**config.mk**
```make
export PLATFORM = sky130hd
export DESIGN_NAME = fesf_flags
export DESIGN_NICKNAME = d
export VERILOG_FILES = /design/src/fesf_pkg.sv /design/src/fesf_crc_ctl.sv /design/src/fesf_flags.sv
export SDC_FILE = /design/constraint.sdc
export NUM_CORES = 1
export LEC_CHECK = 0
export BUFFER_PORTS_ARGS = -buffer_cell sky130_fd_sc_hd__buf_2
export CAP_MARGIN = 20
export CORE_MARGIN = 1.5
export CORE_UTILIZATION = 37
export DETAILED_ROUTE_END_ITERATION = 7
export HOLD_SLACK_MARGIN = 0.1
export PLACE_DENSITY_LB_ADDON = 0.3
export SETUP_SLACK_MARGIN = 0.4
export SYNTH_ARGS = -nofsm -noshare
export SYNTH_HDL_FRONTEND = slang
export SYNTH_SLANG_ARGS = --single-unit
export TNS_END_PERCENT = 10
```
**constraint.sdc**
```tcl
create_clock -name core_clk_i -period 3.4 [get_ports core_clk_i]
set_input_delay 0.17 -clock core_clk_i [delete_from_list [all_inputs] [get_ports core_clk_i]]
set_output_delay 0.17 -clock core_clk_i [all_outputs]
set_load 0.05 [all_outputs]
```
**src/fesf_pkg.sv**
```systemverilog
// constants, types and helpers shared by the error and status flag block
//
// Notes on behaviour
// RQ1 - program that cannot turn targeted bits from one to zero sets program fail
// RQ2 - program into a protected region sets program fail; region stays untouched
// RQ3 - protect config bit 2 or 1 low: nv write changing config one [6:2] fails
// RQ4 - password mode selected: password register update sets program fail
// RQ5 - sector or device erase leaving any bit not one sets erase fail
// RQ6 - erase of a protected region sets erase fail; region stays untouched
// RQ7 - register erase phase of nv register write not all ones: erase fail
// RQ8 - status two bits 7 to 5 reserved zero; host writes zero, reads zero
// RQ9 - status two bit 4 reads one while crc scan is suspended
// RQ10 - crc request with end below start plus 3 sets abort flag, standby
// RQ11 - abort flag clears when next crc scan starts with valid range
// RQ12 - any fail flag keeps busy set and refuses operations until clear command
// RQ13 - host trusts status two only while busy reads zero
// RQ14 - boot self-check failure sets both flags; config load failure sets program
package fesf_pkg;

    // register byte offsets
    localparam logic [7:0] FESF_OFS_STATUS_TWO = 8'h00;
    localparam logic [7:0] FESF_OFS_FAIL = 8'h04;
    localparam logic [7:0] FESF_OFS_CTRL = 8'h08;
    localparam logic [7:0] FESF_OFS_IRQ_STAT = 8'h0C;
    localparam logic [7:0] FESF_OFS_IRQ_MASK = 8'h10;

    // status two field positions
    localparam int FESF_S2_SUSP_BIT = 4;
    localparam int FESF_S2_ABORT_BIT = 3;
    localparam logic [2:0] FESF_S2_RSVD_VAL = 3'h0;

    // fail register, control register and irq bit positions
    localparam int FESF_PROG_BIT = 0;
    localparam int FESF_ERASE_BIT = 1;
    localparam int FESF_BUSY_BIT = 2;
    localparam int FESF_CRC_ABORT_BIT = 2;
    localparam int FESF_CTRL_CLEAR_BIT = 0;

    // reset values
    localparam logic [2:0] FESF_IRQ_RST = 3'h0;
    localparam logic [2:0] FESF_MASK_RST = 3'h0;
    localparam logic [31:0] FESF_PRDATA_RST = 32'h0000_0000;

    // crc range: end must reach start plus this span
    localparam logic [32:0] FESF_CRC_MIN_SPAN = 33'h0_0000_0003;

    typedef enum logic [2:0] {
        FESF_CRC_IDLE = 3'b001,
        FESF_CRC_RUN  = 3'b010,
        FESF_CRC_SUSP = 3'b100
    } fesf_crc_state_type;

    // true when end address reaches start plus the minimum span
    function automatic logic fesf_crc_range_ok(input logic [31:0] start_a,
                                               input logic [31:0] end_a);
        fesf_crc_range_ok = {1'b0, end_a} >= ({1'b0, start_a} + FESF_CRC_MIN_SPAN);
    endfunction

endpackage

```
**src/fesf_crc_ctl.sv**
```systemverilog
// crc scan sequencing with suspend and abort flags
`timescale 1ns/1ps
module fesf_crc_ctl
    import fesf_pkg::*;
(
    input wire logic core_clk_i,
    input wire logic rstn_i,
    input wire logic crc_req_i,
    input wire logic [31:0] crc_start_address_i,
    input wire logic [31:0] crc_end_address_i,
    input wire logic crc_suspend_i,
    input wire logic crc_resume_i,
    input wire logic crc_done_i,
    output logic crc_running_o,
    output logic crc_scan_suspended_flag_o,
    output logic crc_scan_aborted_flag_o,
    output logic crc_abort_pulse_o
);

    fesf_crc_state_type state_q;
    fesf_crc_state_type state_d;
    logic aborted_q;
    logic abort_pulse_q;
    logic range_ok;

    assign range_ok = fesf_crc_range_ok(crc_start_address_i, crc_end_address_i);

    // next state of the scan
    always_comb begin
        state_d = state_q;
        case (state_q)
            FESF_CRC_IDLE: begin
                if (crc_req_i && range_ok) begin
                    state_d = FESF_CRC_RUN;
                end
            end
            FESF_CRC_RUN: begin
                if (crc_done_i) begin
                    state_d = FESF_CRC_IDLE;
                end else if (crc_suspend_i) begin
                    state_d = FESF_CRC_SUSP;
                end
            end
            FESF_CRC_SUSP: begin
                if (crc_resume_i) begin
                    state_d = FESF_CRC_RUN;
                end
            end
            default: state_d = FESF_CRC_IDLE;
        endcase
    end

    // state register; bad range leaves scan idle (standby)
    always_ff @(posedge core_clk_i) begin
        if (!rstn_i) begin
            state_q <= FESF_CRC_IDLE;
        end else begin
            state_q <= state_d; // see RQ10
        end
    end

    // abort flag set on bad range, cleared by next good start
    always_ff @(posedge core_clk_i) begin
        if (!rstn_i) begin
            aborted_q <= 1'b0;
            abort_pulse_q <= 1'b0;
        end else begin
            abort_pulse_q <= 1'b0;
            if (crc_req_i && (state_q == FESF_CRC_IDLE)) begin
                aborted_q <= !range_ok; // see RQ10 see RQ11
                abort_pulse_q <= !range_ok;
            end
        end
    end

    assign crc_running_o = (state_q != FESF_CRC_IDLE);
    assign crc_scan_suspended_flag_o = (state_q == FESF_CRC_SUSP); // see RQ9
    assign crc_scan_aborted_flag_o = aborted_q;
    assign crc_abort_pulse_o = abort_pulse_q;

endmodule // fesf_crc_ctl

```
**src/fesf_flags.sv**
```systemverilog
// program and erase failure flags, status two and apb register bank
`timescale 1ns/1ps
module fesf_flags
    import fesf_pkg::*;
(
    input wire logic core_clk_i,
    input wire logic rstn_i,
    // apb slave
    input wire logic psel_i,
    input wire logic penable_i,
    input wire logic pwrite_i,
    input wire logic [7:0] paddr_i,
    input wire logic [31:0] pwdata_i,
    output logic [31:0] prdata_o,
    output logic pready_o,
    output logic pslverr_o,
    // program operation result
    input wire logic prog_done_i,
    input wire logic prog_bits_ok_i,
    input wire logic prog_protected_i,
    // nonvolatile register write to config one
    input wire logic nv_cfg_wr_i,
    input wire logic [7:0] nv_config_one_i,
    input wire logic [7:0] nv_cfg_wdata_i,
    input wire logic [2:0] sector_protect_config_i,
    input wire logic reg_erase_done_i,
    input wire logic reg_erase_ok_i,
    // password register update
    input wire logic pwd_mode_i,
    input wire logic pwd_update_i,
    // erase operation result
    input wire logic erase_done_i,
    input wire logic erase_bits_ok_i,
    input wire logic erase_protected_i,
    // boot checks
    input wire logic boot_check_fail_i,
    input wire logic cfg_load_fail_i,
    // crc scan
    input wire logic crc_req_i,
    input wire logic [31:0] crc_start_address_i,
    input wire logic [31:0] crc_end_address_i,
    input wire logic crc_suspend_i,
    input wire logic crc_resume_i,
    input wire logic crc_done_i,
    // operation control
    input wire logic core_busy_i,
    input wire logic clear_fail_flags_cmd_i,
    output logic program_fail_flag_o,
    output logic erase_fail_flag_o,
    output logic busy_flag_o,
    output logic op_accept_o,
    output logic array_write_veto_o,
    output logic nv_write_veto_o,
    output logic [7:0] status_two_o,
    output logic irq_o
);

    ////////////////////////////////////////////////////////////////////
    // declarations

    logic prog_fail_q;
    logic erase_fail_q;
    logic [2:0] irq_stat_q;
    logic [2:0] irq_mask_q;
    logic [31:0] prdata_q;
    logic pslverr_q;
    logic prog_set;
    logic erase_set;
    logic cfg_locked;
    logic cfg_change;
    logic cfg_lock_err;
    logic pwd_err;
    logic clear_cmd;
    logic apb_setup;
    logic apb_wr;
    logic addr_hit;
    logic crc_susp;
    logic crc_abort;
    logic crc_abort_pulse;
    logic crc_running;
    logic [2:0] irq_set;

    ////////////////////////////////////////////////////////////////////
    // failure conditions

    // config one lock: either protect config bit low
    assign cfg_locked = !sector_protect_config_i[2] || !sector_protect_config_i[1];
    assign cfg_change = (nv_cfg_wdata_i[6:2] != nv_config_one_i[6:2]);
    assign cfg_lock_err = nv_cfg_wr_i && cfg_locked && cfg_change; // see RQ3
    assign pwd_err = pwd_update_i && pwd_mode_i; // see RQ4

    // program fail sources
    assign prog_set = (prog_done_i && !prog_bits_ok_i) // see RQ1
        || (prog_done_i && prog_protected_i) // see RQ2
        || cfg_lock_err
        || pwd_err
        || boot_check_fail_i // see RQ14
        || cfg_load_fail_i; // see RQ14

    // erase fail sources
    assign erase_set = (erase_done_i && !erase_bits_ok_i) // see RQ5
        || (erase_done_i && erase_protected_i) // see RQ6
        || (reg_erase_done_i && !reg_erase_ok_i) // see RQ7
        || boot_check_fail_i; // see RQ14

    // protected regions and locked fields are never altered
    assign array_write_veto_o = prog_protected_i || erase_protected_i; // see RQ2 see RQ6
    assign nv_write_veto_o = cfg_lock_err || pwd_err;

    // clear from the serial command or from software
    assign apb_setup = psel_i && !penable_i;
    assign apb_wr = psel_i && penable_i && pwrite_i;
    assign clear_cmd = clear_fail_flags_cmd_i
        || (apb_wr && (paddr_i == FESF_OFS_CTRL) && pwdata_i[FESF_CTRL_CLEAR_BIT]);

    ////////////////////////////////////////////////////////////////////
    // failure flags; a new failure wins over a clear in the same cycle

    // program fail flag
    always_ff @(posedge core_clk_i) begin
        if (!rstn_i) begin
            prog_fail_q <= 1'b0;
        end else if (prog_set) begin
            prog_fail_q <= 1'b1;
        end else if (clear_cmd) begin
            prog_fail_q <= 1'b0; // see RQ12
        end
    end

    // erase fail flag
    always_ff @(posedge core_clk_i) begin
        if (!rstn_i) begin
            erase_fail_q <= 1'b0;
        end else if (erase_set) begin
            erase_fail_q <= 1'b1;
        end else if (clear_cmd) begin
            erase_fail_q <= 1'b0; // see RQ12
        end
    end

    // busy held while a failure is pending; new operations refused
    assign busy_flag_o = core_busy_i || prog_fail_q || erase_fail_q || crc_running; // see RQ12
    assign op_accept_o = !busy_flag_o; // see RQ12
    assign program_fail_flag_o = prog_fail_q;
    assign erase_fail_flag_o = erase_fail_q;

    ////////////////////////////////////////////////////////////////////
    // crc scan and status two

    fesf_crc_ctl u_crc (
        .core_clk_i(core_clk_i),
        .rstn_i(rstn_i),
        .crc_req_i(crc_req_i),
        .crc_start_address_i(crc_start_address_i),
        .crc_end_address_i(crc_end_address_i),
        .crc_suspend_i(crc_suspend_i),
        .crc_resume_i(crc_resume_i),
        .crc_done_i(crc_done_i),
        .crc_running_o(crc_running),
        .crc_scan_suspended_flag_o(crc_susp),
        .crc_scan_aborted_flag_o(crc_abort),
        .crc_abort_pulse_o(crc_abort_pulse)
    );

    // reserved bits read zero; low bits belong to other logic
    always_comb begin
        status_two_o = 8'h00;
        status_two_o[7:5] = FESF_S2_RSVD_VAL; // see RQ8
        status_two_o[FESF_S2_SUSP_BIT] = crc_susp; // see RQ9
        status_two_o[FESF_S2_ABORT_BIT] = crc_abort; // see RQ10
    end

    ////////////////////////////////////////////////////////////////////
    // interrupts

    assign irq_set = {crc_abort_pulse, erase_set, prog_set};

    // sticky status, write one to clear, set wins
    always_ff @(posedge core_clk_i) begin
        if (!rstn_i) begin
            irq_stat_q <= FESF_IRQ_RST;
        end else if (apb_wr && (paddr_i == FESF_OFS_IRQ_STAT)) begin
            irq_stat_q <= (irq_stat_q & ~pwdata_i[2:0]) | irq_set;
        end else begin
            irq_stat_q <= irq_stat_q | irq_set;
        end
    end

    // mask register
    always_ff @(posedge core_clk_i) begin
        if (!rstn_i) begin
            irq_mask_q <= FESF_MASK_RST;
        end else if (apb_wr && (paddr_i == FESF_OFS_IRQ_MASK)) begin
            irq_mask_q <= pwdata_i[2:0];
        end
    end

    assign irq_o = |(irq_stat_q & irq_mask_q);

    ////////////////////////////////////////////////////////////////////
    // apb read path, captured in the setup cycle

    assign addr_hit = (paddr_i == FESF_OFS_STATUS_TWO) || (paddr_i == FESF_OFS_FAIL)
        || (paddr_i == FESF_OFS_CTRL) || (paddr_i == FESF_OFS_IRQ_STAT)
        || (paddr_i == FESF_OFS_IRQ_MASK);

    // read data and error flag
    always_ff @(posedge core_clk_i) begin
        if (!rstn_i) begin
            prdata_q <= FESF_PRDATA_RST;
            pslverr_q <= 1'b0;
        end else if (apb_setup) begin
            pslverr_q <= !addr_hit;
            prdata_q <= FESF_PRDATA_RST;
            if (!pwrite_i) begin
                case (paddr_i)
                    FESF_OFS_STATUS_TWO: prdata_q[7:0] <= status_two_o;
                    FESF_OFS_FAIL: begin
                        prdata_q[FESF_PROG_BIT] <= prog_fail_q;
                        prdata_q[FESF_ERASE_BIT] <= erase_fail_q;
                        prdata_q[FESF_BUSY_BIT] <= busy_flag_o;
                    end
                    FESF_OFS_IRQ_STAT: prdata_q[2:0] <= irq_stat_q;
                    FESF_OFS_IRQ_MASK: prdata_q[2:0] <= irq_mask_q;
                    default: prdata_q <= FESF_PRDATA_RST;
                endcase
            end
        end
    end

    assign pready_o = 1'b1;
    assign prdata_o = prdata_q;
    assign pslverr_o = pslverr_q && psel_i && penable_i;
endmodule // fesf_flags

```
* Word level (Yosys, flattened, before mapping)
Cells that the tools add are included.
** Word-level totals
- Word-level logic and storage cells :: 93
- Input port bits :: 147
- Bits in registers :: 46
** Operators by class
- Equal/unequal tests :: 12
- Multiplexer cells :: 12
- Order comparisons :: 1
- Bitwise gates (word level) :: 5
- Reduce and logical (&&, ||, !) cells :: 53
- $add $sub $neg :: 1
** Operator list (count)
- $add 32x2->33 const B :: 1
- $ge 32x33->1 :: 1
- $logic_and 1x1->1 :: 19
- $logic_or 1x1->1 :: 19
- $pmux 3 s3 :: 2
- $eq 8x4->1 const B :: 2
- $mux 3 :: 5
- $logic_not 1->1 :: 9
- $eq 8x3->1 const B :: 1
- $eq 8x5->1 const B :: 1
- $logic_not 8->1 :: 1
- $and 3x3->3 :: 2
- $or 3x3->3 :: 2
- $mux 5 :: 1
- $ne 5x5->1 :: 1
- $reduce_bool 2->1 :: 2
- $eq 3x1->1 const B :: 1
- $eq 3x2->1 const B :: 1
- $eq 3x3->1 const B :: 1
- $mux 1 :: 3
- $ne 3x1->1 const B :: 1
- $ne 3x3->1 const B :: 1
- $not 3->3 :: 1
- $reduce_and 3->1 :: 1
- other kinds (5) :: 5

* Depth between registers and ports, before layout
Gate-level depths: netlist of the first run.
- Depth after elaboration :: 10
- Gate-level depth with buffers :: 15
- Gate-level depth less buffers :: 15

* Modules after synthesis
A second synthesis of the first run with hierarchy kept.
** Unflattened totals
- Cell total of the unflattened synthesis :: 338
- Area, all modules :: 2718.9 sq um
** By module, submodules not included
- fesf_crc_ctl :: instances 1, seq. area each 100.1 sq um, cells an instance 206, area each 1585.3 sq um
- fesf_flags :: instances 1, seq. area each 280.3 sq um, cells an instance 132, area each 1133.6 sq um

* Least setup slack after synthesis of the first run
Ideal clock, no wire load.
- Path kind :: in2reg
- From :: input port crc_start_address_i[0]
- To :: register u_crc.state_q[1]
- Setup slack :: 0.137 ns
- Required time :: 3.284 ns
- Arrival time :: 3.147 ns
- Buffers on the path :: 0
- Library setup time :: 0.116 ns
- Stages :: 15
- Cell sequence :: inv_1 -> ha_1 -> and2b_2 -> nand4_1 -> or3_4 -> or2_4 -> nor3_2 -> xnor2_1 -> ha_1 -> nand4_1 -> nor2_1 -> a221oi_2 -> a211oi_1 -> or4b_4 -> a41o_1
** Between the ends
- Cells in the longest elaborated chain, start to end :: 5
** Ends and longest elaborated chain
- start, declared :: line fesf_flags.sv:40 : input wire logic [31:0] crc_start_address_i,
- $add 32x2->33 :: line fesf_pkg.sv:56 : fesf_crc_range_ok = {1'b0, end_a} >= ({1'b0, start_a} + FESF_CRC_MIN_SPAN);
- $ge 32x33->1 :: line fesf_pkg.sv:56
- $logic_and 1x1->1 :: line fesf_crc_ctl.sv:33 : if (crc_req_i && range_ok) begin
- $ne 2x1->1 (no line)
- $reduce_and 3->1 (no line)
- end signal, assigned :: line fesf_crc_ctl.sv:58 : state_q <= state_d;
- end, declared :: line fesf_crc_ctl.sv:20 : fesf_crc_state_type state_q;
No other way between the ends.
A chain may end at the register's enable or synchronous reset.

* Final worst setup path of the first run
- From :: input port crc_start_address_i[1]
- To :: register u_crc.state_q[1]
Same word-level chain as after synthesis.

==> metrics.yaml, run 1 <==
floorplan:
  die_width_um: 86.8
  rows: 30
  die_h_um: 86.8
  start_util_pct: 38.3
  core_um2: 6790
  dieArea_um2: 7540
  ios: 196
cells_and_area:
  layout-drive-gt1-share_pct: 35.3
  areaGrowthSynthToFinish_pct: 30.2
  fin_util_pct: 49.8
  nets: 637
run_status:
  status: "finished clean"
cts:
  clk_pin_slew_worst_paths_ns: 0.07
  root_buffer: "clkbuf_8"
  clkSinkCount: 19
  h-tree-depth: 1
  holdBufCountCts: 0
  numCtsBuffers: 3
  cts_tree: "done"
  clock_path_buffers: 2
  clk_latency_ns: 0.26
critical_path:
  startpoint_type: "input pin"
  r2r_end: "prdata_o[2]$_SDFFE_PN0P_"
  r2r_start: "u_crc.state_q[0]$_SDFFE_PN1P_"
  cp.arrival_ns: 3.17
  crit_type: "input pin to flip-flop"
  cp-end-kind: "flip-flop"
  reg2reg_depth: 6
  critPathMaxFanout: 4
  cp.required_ns: 3.56
  r2r_slack_ns: 1.57
routing:
  dr.pass1.iters: 4
  drc: 0
  wl_per_cell_um: 12.0
  antenna_left: 0
  vias_per_cell: 4.80
  drt_iter0_drc: 71
  totalWireLength_um: 6610
  vias: 2656
hold_path:
  holdCritPathClass: "input pin to flip-flop"
  min_to: "u_crc.state_q[2]$_SDFFE_PN0P_"
  min_path_cells: 3
  hold_path.startpoint: "crc_suspend_i"
logic_synthesis:
  yosys_register_bits: 19
  async_reset_ff_share_pct: 0
  synth-edff-count: 0
  synth_mux_area_share_pct: 2.31
  ys_warn_count: 0
  synth_xor_area_share_pct: 11.8
  synth_top_family_by_area: "simple AND/OR/NAND/NOR gates"
  synthAdderAreaFrac_pct: 15.9
  synth_compound_area_share_pct: 16.1
  synth.distinct_cells: 58
  seq_area_frac_synth_pct: 14.6
  ys.flop_type: "dfxtp_1"
  syn_inst: 325
  synthSimpleGateAreaFrac_pct: 26.1
  avgSynthCellArea_um2: 8.00
  syn_area_um2: 2600
sta:
  post-route-period-util_pct: 88.6
  finalHoldViolCount: 0
  fin_setup_tns_ns: 0
  slew_viol_final: 0
  setup_viol: 0
  finClkSkew_ns: 0.00517
  clock.fmax_mhz: 332
  rsz0062_at_grt: "yes"
  holdWs_ns: 0.170
  fin_crit_ns: 3.01
placed_design:
  gp_congestion: 0.818
  dpl.hpwl_um: 5840
  portBuffers: 125
flow_run:
  drv_cap: 0
power_and_ir_drop:
  power_density_nw_per_um2: 230
  ir_drop_uv: 93.9
  p_leak_uw: 0.00161
  finalPower_uw: 778
grt:
  grt_pass1_vias: 2458
  antenna_found_initial: 0
  grtUsageTotal_pct: 16.7
  grt_pass1_wl_um: 10200
  overflow: 0
  grt_start_max_net_pins: 20
==> cells in the mapped netlist (6+ instances only) <==
cell     count  area (um^2)
inv_1       11         41.3
buf_4       37          278
o21ai_0      8         40.0
nand4_1     10         62.6
xor2_1      19          166
ha_1        33          413
nor2b_1     10         62.6
xnor2_1     16          140
nand3_1     11         55.1
a21oi_1     14         70.1
nand2_1     26         97.6
dfxtp_1     19          380
nor2_1      24         90.1
mux2i_1      6         60.1
==> flip-flops by register name, indices dropped and copies added, names as in the netlist <==
signal                         cells
irq_stat_q                         3
prdata_o                           5
program_fail_flag_o                1
u_crc.crc_scan_aborted_flag_o      1
pslverr_q                          1
irq_mask_q                         3
erase_fail_flag_o                  1
u_crc.crc_abort_pulse_o            1
u_crc.state_q                      3
==> report_power, final <==
part	switching [uW]	leakage, uW	internal (uW)
registers	8.77	0.000156	233
clock network	75.9	0.0000255	81.5
logic	238	0.00142	141
total	323	0.00161	455
==> cells by family (layout without fill, tap and decap cells) <==
logic type,after synthesis,in the layout
xor+xnor,35,35
compound gates,58,58
other cells,2,35
mux,6,6
flops,19,19
simple gates,120,120
buf+inv,52,151
fa+ha+maj,33,33
==> through the flow <==
step | cell area [um^2] | setup WS (ns) | std cells
after floorplan | 2750 | 0.163 | 357
after global placement | 3270 | -0.0668 | 546
after detailed placement | 3270 | -0.0969 | 546
after CTS | 3370 | 0.358 | 552
after global routing | 3380 | 0.274 | 552
final | 3380 | 0.389 | 553
==> layer usage <==
metal | track usage, % | vias to the layer above | wire, um
met5 | 0 | - | 0
met4 | 4.55 | 0 | 89
met3 | 4.10 | 6 | 551
met2 | 31.2 | 114 | 3200
met1 | 18.7 | 1175 | 2770
li1 | - | 1361 | -
==> critical path: stages <==
cell      delay [ns]
buf_8           0.10
inv_12          0.03
ha_4            0.14
and2b_2         0.20
nand4_1         0.10
or3_4           0.34
or2_4           0.28
nor2_4          0.09
xnor2_1         0.11
ha_1            0.29
nand4_1         0.14
nor2_1          0.07
a221oi_2        0.22
a211oi_1        0.10
or4b_4          0.56
a41o_1          0.23
==> worst max-delay path by stage <==
stage / startpoint / to / cells after the start
3_5_place_dp: crc_start_address_i[1] / u_crc.state_q[1]$_SDFFE_PN0P_ / 16
3_3_place_gp: crc_start_address_i[1] / u_crc.state_q[1]$_SDFFE_PN0P_ / 16
2_1_floorplan: crc_start_address_i[1] / u_crc.state_q[1]$_SDFFE_PN0P_ / 15
5_1_grt: crc_start_address_i[1] / u_crc.state_q[1]$_SDFFE_PN0P_ / 16
6_report: crc_start_address_i[1] / u_crc.state_q[1]$_SDFFE_PN0P_ / 16
4_1_cts: crc_start_address_i[1] / u_crc.state_q[1]$_SDFFE_PN0P_ / 16
==> cell usage in the layout, fill, tap and decap left out, types with 3 or more instances in the layout <==
cell,Yosys,final
a21o_1,3,3
a21oi_1,14,13
xor2_1,19,19
a211oi_1,3,3
inv_1,11,9
nand2_1,26,26
a21boi_0,4,4
conb_1,2,34
nand4_1,10,10
nor2_1,24,24
nor4_1,4,3
mux2i_1,6,6
nand2b_1,5,5
ha_1,33,32
buf_2,0,123
nor3_1,3,3
o21a_1,4,4
clkbuf_8,0,3
nor3_4,2,3
o2bb2ai_1,3,3
a22oi_1,3,3
buf_4,37,11
nor2b_1,10,10
nand3_1,11,11
xnor2_1,16,16
and4_1,5,5
dfxtp_1,19,19
o21ai_0,8,7
==> cell type report <==
type / count / area, um^2
diodes: 1 / 2.50
clock buffers: 3 / 41.3
clock inverters: 1 / 5.00
fillers: 689 / 3410
inverters: 11 / 61.3
multi-input cells: 286 / 2040
flip-flops and latches: 19 / 380
well taps: 96 / 120
repair buffers: 136 / 728
==> what timing repair did <==
item	in CTS	in global routing
pin swaps	13	2
resized for setup	10	2
buffers inserted	2	0
setup endpoints to repair	4	4
Power figures use the tool's default switching activity.
==> run 2, diff against run 1 <==
--- a/config.mk
+++ b/config.mk
@@ -11,7 +11,7 @@
 export CORE_UTILIZATION = 37
 export DETAILED_ROUTE_END_ITERATION = 7
 export HOLD_SLACK_MARGIN = 0.1
-export PLACE_DENSITY_LB_ADDON = 0.3
+export PLACE_DENSITY = 0.78
 export SETUP_SLACK_MARGIN = 0.4
 export SYNTH_ARGS = -nofsm -noshare
 export SYNTH_HDL_FRONTEND = slang
==> run 2 against run 1 <==
  * Combinational power hardly changed
  * Sequential power is essentially flat
  * Sequential cell count unchanged
  * Count of clock-buffer cells in the layout grew 1
  * Via count grew 0.23%
  * Non-clock buffer count stayed put
  * Routed wire length fell by 1.4%
  * Highest routed layer unchanged
  * Utilization decreased by 0.055 points
==> metrics.yaml, run 2 (synthesis results as in run 1) <==
run_status:
  status: "finished clean"
cells_and_area:
  layout-drive-gt1-share_pct: 35.3
  instances_no_fill: 552
  areaGrowthSynthToFinish_pct: 30.0
  final_common_cell: "buf_2"
  diodes: 0
  layout_common_cells: "buf_2 (123), conb_1 (34), ha_1 (32)"
  nets: 637
  largest_reg_flops: 5
sta:
  holdWs_ns: 0.183
  finClkSkew_ns: 0.00431
  finalHoldViolCount: 0
  clock.fmax_mhz: 324
  rsz0062_at_grt: "yes"
  slew_viol_final: 0
  setup_viol: 0
  post-route-period-util_pct: 90.9
  fin_crit_ns: 3.09
critical_path:
  cp.required_ns: 3.54
  r2r_start: "u_crc.state_q[0]$_SDFFE_PN1P_"
  r2r_end: "prdata_o[2]$_SDFFE_PN0P_"
  crit_type: "input pin to flip-flop"
  r2r_slack_ns: 1.54
  crit_end: "u_crc.state_q[1]$_SDFFE_PN0P_"
  cp-end-kind: "flip-flop"
  startpoint: "crc_start_address_i[1]"
  critPathMaxFanout: 4
  startpoint_type: "input pin"
  reg2reg_depth: 6
  cp.arrival_ns: 3.23
routing:
  drt_iter0_drc: 48
  wl_per_cell_um: 11.8
  dr.pass1.iters: 4
  vias: 2662
  wl_met3_um: 442
  drc: 0
  wl_met1_um: 2670
  vias_per_cell: 4.82
  top_layer: "met4"
  antenna_left: 0
  met2_length_um: 3230
  totalWireLength_um: 6520
power_and_ir_drop:
  swShare_pct: 40.7
  clkPwrFrac_pct: 19.4
  power_density_nw_per_um2: 229
  ir_drop_uv: 95.3
  power_switching_uw: 314
  p_int_uw: 458
  pwr-share-comb_pct: 49.2
  p_seq_share_pct: 31.4
  p_leak_uw: 0.00160
grt:
  grt_pass1_vias: 2496
  antenna_found_initial: 0
  grt_pass1_wl_um: 10200
  grtUsageTotal_pct: 16.7
  overflow: 0
  grt_start_max_net_pins: 20
cts:
  clkSinkCount: 19
  numCtsBuffers: 3
  clk_latency_ns: 0.25
  clk_pin_slew_worst_paths_ns: 0.07
  cts_tree: "done"
  h-tree-depth: 1
  clock_path_buffers: 2
  root_buffer: "clkbuf_8"
  holdBufCountCts: 0
floorplan:
  dieArea_um2: 7540
  die_width_um: 86.8
  die_h_um: 86.8
  start_util_pct: 38.3
  rows: 30
  ios: 196
  core_um2: 6790
placed_design:
  placed_cells_incl_taps: 545
  gp_congestion: 0.872
  portBuffers: 125
  dpl.hpwl_um: 5800
flow_run:
  drv_cap: 0
hold_path:
  holdCritPathClass: "input pin to flip-flop"
## run 2: worst min path at each step
stage          slack (ns)                          startpoint  depth (start not counted)                             to
6_report             0.18                       crc_suspend_i                          3  u_crc.state_q[2]$_SDFFE_PN0P_
5_1_grt              0.20                       crc_suspend_i                          3  u_crc.state_q[2]$_SDFFE_PN0P_
4_1_cts              0.18                       crc_suspend_i                          3  u_crc.state_q[2]$_SDFFE_PN0P_
3_5_place_dp         0.43  u_crc.crc_abort_pulse_o$_SDFF_PN0_                          1       irq_stat_q[2]$_SDFF_PN0_
3_3_place_gp         0.42  u_crc.crc_abort_pulse_o$_SDFF_PN0_                          1       irq_stat_q[2]$_SDFF_PN0_
2_1_floorplan        0.33                       crc_suspend_i                          2  u_crc.state_q[2]$_SDFFE_PN0P_
## run 2: stage by stage
stage | setup TNS (ns) | area, um^2 | power, uW | setup WS, ns | util (%)
6_report | 0 | 3380 | 773 | 0.310 | 49.7
5_1_grt | 0 | 3380 | 832 | 0.206 | 49.7
4_1_cts | 0 | 3370 | 778 | 0.281 | 49.6
3_5_place_dp | -0.366 | 3260 | 619 | -0.155 | 48.0
3_3_place_gp | -0.207 | 3260 | 606 | -0.0920 | 48.0
2_1_floorplan | 0 | 2750 | 524 | 0.163 | -
## run 2: critical path, stage by stage
cell      delay, ns
buf_8          0.10
inv_12         0.03
ha_4           0.14
and2b_2        0.21
nand4_1        0.11
or3_4          0.35
or2_4          0.27
nor3_4         0.12
xnor2_1        0.14
ha_1           0.26
nand4_1        0.14
nor2_1         0.07
a221oi_2       0.26
a211oi_2       0.11
or4b_4         0.56
a41o_1         0.21
## run 2: final cells by class
| type | count | area [um^2] |
|---|---|---|
| clock buffer | 4 | 45.0 |
| timing repair buffer | 136 | 728 |
| tap | 96 | 120 |
| inverter | 11 | 61.3 |
| fill | 648 | 3410 |
| multi-input combinational | 286 | 2040 |
| sequential | 19 | 380 |
## run 2: power groups by stage
stage	combinational, uW	clock, uW	sequential (uW)
after floorplan	274	0	250
after global placement	359	0	247
after detailed placement	371	0	248
after CTS	380	156	243
after global routing	419	169	244
final	380	150	242
## run 2: timing repair
item,CTS,global route
resized for setup,9,3
setup buffers,3,0
endpoints found under the setup margin,4,4
gates cloned,0,0
pin swaps,11,7
## run 2: per-layer routing
metal,GRT usage (%),vias to the layer above
met1,17.9,1173
met5,0,-
met3,3.05,16
li1,-,1362
met2,31.6,111
met4,6.89,0
==> run 3, diff against run 2 <==
--- a/config.mk
+++ b/config.mk
@@ -5,15 +5,15 @@
 export SDC_FILE = /design/constraint.sdc
 export NUM_CORES = 1
 export LEC_CHECK = 0
+export ABC_AREA = 1
 export BUFFER_PORTS_ARGS = -buffer_cell sky130_fd_sc_hd__buf_2
 export CAP_MARGIN = 20
 export CORE_MARGIN = 1.5
-export CORE_UTILIZATION = 37
+export CORE_UTILIZATION = 39
 export DETAILED_ROUTE_END_ITERATION = 7
 export HOLD_SLACK_MARGIN = 0.1
-export PLACE_DENSITY = 0.78
+export PLACE_DENSITY = 0.89
 export SETUP_SLACK_MARGIN = 0.4
 export SYNTH_ARGS = -nofsm -noshare
 export SYNTH_HDL_FRONTEND = slang
 export SYNTH_SLANG_ARGS = --single-unit
-export TNS_END_PERCENT = 10
==> run 3 against run 2 <==
  * Via count grew 22%
  * Non-clock buffer count is 3 lower
  * Setup slack better by 0.33 ns
  * Utilization rose by 1.7 points
  * Sequential share of layout area is 1.0 points lower
  * Clock skew decreased by 0.0017 ns
  * Die area is 5.1% higher
  * Count of clock-buffer cells in the layout down 1
==> metrics.yaml, run 3 <==
run_status:
  status: "finished clean"
floorplan:
  die_h_um: 89.0
  core_um2: 7210
  die_width_um: 89.0
  start_util_pct: 40.0
  dieArea_um2: 7920
  ios: 196
  rows: 31
cts:
  clock_path_buffers: 2
  holdBufCountCts: 0
  clk_pin_slew_worst_paths_ns: 0.07
  clk_latency_ns: 0.25
  h-tree-depth: 1
  cts_tree: "done"
  root_buffer: "clkbuf_8"
  numCtsBuffers: 3
  clkSinkCount: 19
critical_path:
  r2r_start: "u_crc.state_q[0]$_SDFFE_PN1P_"
  cp.required_ns: 3.54
  crit_type: "input pin to flip-flop"
  startpoint_type: "input pin"
  startpoint: "crc_start_address_i[2]"
  cp-end-kind: "flip-flop"
  cp.arrival_ns: 2.90
  critPathMaxFanout: 3
logic_synthesis:
  synthSimpleGateAreaFrac_pct: 33.0
  synth_top_family_by_area: "simple AND/OR/NAND/NOR gates"
  synthAdderAreaFrac_pct: 14.3
  synth_mux_area_share_pct: 0
  yosysMostFrequentCell: "nand2_1"
  synth.distinct_cells: 38
  ys.flop_type: "dfxtp_1"
  syn_inst: 454
  seq_area_frac_synth_pct: 13.2
  yosys_register_bits: 19
  synth_top_area_share_pct: 14.3
  avgSynthCellArea_um2: 6.36
  synthTopCellsByArea: "ha_1 (14%), dfxtp_1 (13%), nand2_1 (13%), buf_4 (9.4%), inv_1 (8.6%)"
  syn_area_um2: 2890
  synth_compound_area_share_pct: 10.2
  async_reset_ff_share_pct: 0
  synth_top_area_cell: "ha_1"
  synth-edff-count: 0
  synth_xor_area_share_pct: 10.6
  ys_warn_count: 0
  synthTopCellsByCount: "nand2_1 (97), inv_1 (66), nor2_1 (51)"
power_and_ir_drop:
  finalPower_uw: 906
  ir_drop_uv: 134
  p_leak_uw: 0.00197
  power_density_nw_per_um2: 244
cells_and_area:
  final_cell_area_um2: 3710
  largest_reg_flops: 5
  nets: 767
  final_common_cell: "buf_2"
  layout-drive-gt1-share_pct: 29.5
  diodes: 0
  fillerInstances: 722
  areaGrowthSynthToFinish_pct: 28.6
  layout_common_cells: "buf_2 (123), nand2_1 (93), inv_1 (66)"
placed_design:
  place_area_um2: 3490
  portBuffers: 125
  gp_congestion: 0.935
  dpl.hpwl_um: 6830
sta:
  holdWs_ns: 0.203
  fin_setup_tns_ns: 0
  slew_viol_final: 0
  worst_slew_pin_slew_ns: 0.616
  clock.fmax_mhz: 362
  finClkSkew_ns: 0.00266
  rsz0062_at_grt: "no"
  relSlewSlack_pct: 58.6
  post-route-period-util_pct: 81.1
  fin_crit_ns: 2.76
  finalHoldViolCount: 0
  setup_viol: 0
routing:
  wl_per_cell_um: 11.6
  drt_iter0_drc: 102
  antenna_left: 0
  totalWireLength_um: 7970
  vias_per_cell: 4.75
  dr.pass1.iters: 4
  vias: 3251
  drc: 0
grt:
  grt_pass1_vias: 2899
  antenna_found_initial: 0
  grtUsageMet2_pct: 36.0
  top_usage_layer: "met2"
  grt_pass1_wl_um: 11700
  overflow: 0
  gr-usage-met3_pct: 2.68
  grt_start_max_net_pins: 13
  grtUsageTotal_pct: 18.4
  grtUsageMet1_pct: 19.8
hold_path:
  hold_path.startpoint: "crc_req_i"
  holdCritPathClass: "input pin to flip-flop"
flow_run:
  drv_cap: 0
==> run 3: cell types whose count changed after synthesis, moves of 4 or more <==
cell | previous run | this run
nand2_1 | 26 | 97
inv_1 | 11 | 66
mux2i_1 | 6 | 0
nor2b_1 | 10 | 0
o21ai_0 | 8 | 12
nand2_2 | 0 | 5
clkbuf_1 | 4 | 0
xor2_1 | 19 | 25
nand3_1 | 11 | 23
nand2b_1 | 5 | 0
and4_1 | 5 | 0
xnor2_1 | 16 | 10
nor2_1 | 24 | 51
a21oi_1 | 14 | 26
==> run 3: routing by layer <==
metal	routed length, um	vias up
li1	-	1652
met1	3010	1448
met2	4270	136
met3	540	15
met4	144	0
met5	0	-
==> run 3: area by class of cell <==
| cell class | count | area (um^2) | area share (%) |
|---|---|---|---|
| sequential | 19 | 380 | 10.3 |
| clock buffer | 3 | 41.3 | 1.11 |
| tap | 99 | 124 | 3.34 |
| clock inverter | 1 | 5.00 | 0.135 |
| timing repair buffer | 133 | 698 | 18.8 |
| multi-input combinational | 362 | 2200 | 59.3 |
| inverter | 68 | 260 | 7.02 |
==> run 3: path summary, 6_finish.rpt <==
kind,end,slack (ns),cells after the start
setup / recovery,u_crc.crc_scan_aborted_flag_o$_SDFFE_PN0P_,0.64,20
hold / removal,u_crc.crc_abort_pulse_o$_SDFF_PN0_,0.20,3
setup reg to reg,prdata_o[2]$_SDFFE_PN0P_,1.54,7
hold reg to reg,irq_stat_q[1]$_SDFF_PN0_,0.47,2
==> run 3: stage by stage <==
step,util (%),instances,setup WS (ns)
finish,51.4,685,0.641
global placement,48.3,674,0.229
CTS,49.0,678,0.416
floorplan,-,486,0.698
global route,51.4,685,0.372
detailed placement,48.3,674,0.162
==> run 3: where the power goes <==
group / internal, uW / switching, uW / leakage (uW)
logic: 160 / 333 / 0.00179
clock network: 81.3 / 70.6 / 0.0000255
registers: 245 / 15.3 / 0.000156
total: 487 / 419 / 0.00197
==> run 3: critical path, stage by stage <==
cell and delay (ns):
buf_2 0.11, nand2_2 0.09, a21oi_4 0.18, nand2_2 0.08, nor3b_4 0.24, nand3_2 0.16, nor2_4 0.14, nand2_2 0.09
nor3_2 0.15, xor2_1 0.15, inv_1 0.07, ha_1 0.29, nand2_1 0.11, nor4_4 0.18, nand2_1 0.09, nor2_1 0.10
nand2_1 0.07, nand2_2 0.09, nor2_1 0.05, or2_2 0.26
==> run 3: what timing repair did <==
action,CTS,global route
setup buffers,0,7
endpoints found under the setup margin,0,5
resized for setup,0,28
==> run 3: cell families after synthesis <==
logic type | Yosys count
AOI/OAI and AO/OA | 50
xor gates and xnor gates | 35
adders and majority gates | 33
buffers and inverters | 105
DFF | 19
other | 2
and+or+nand+nor | 210
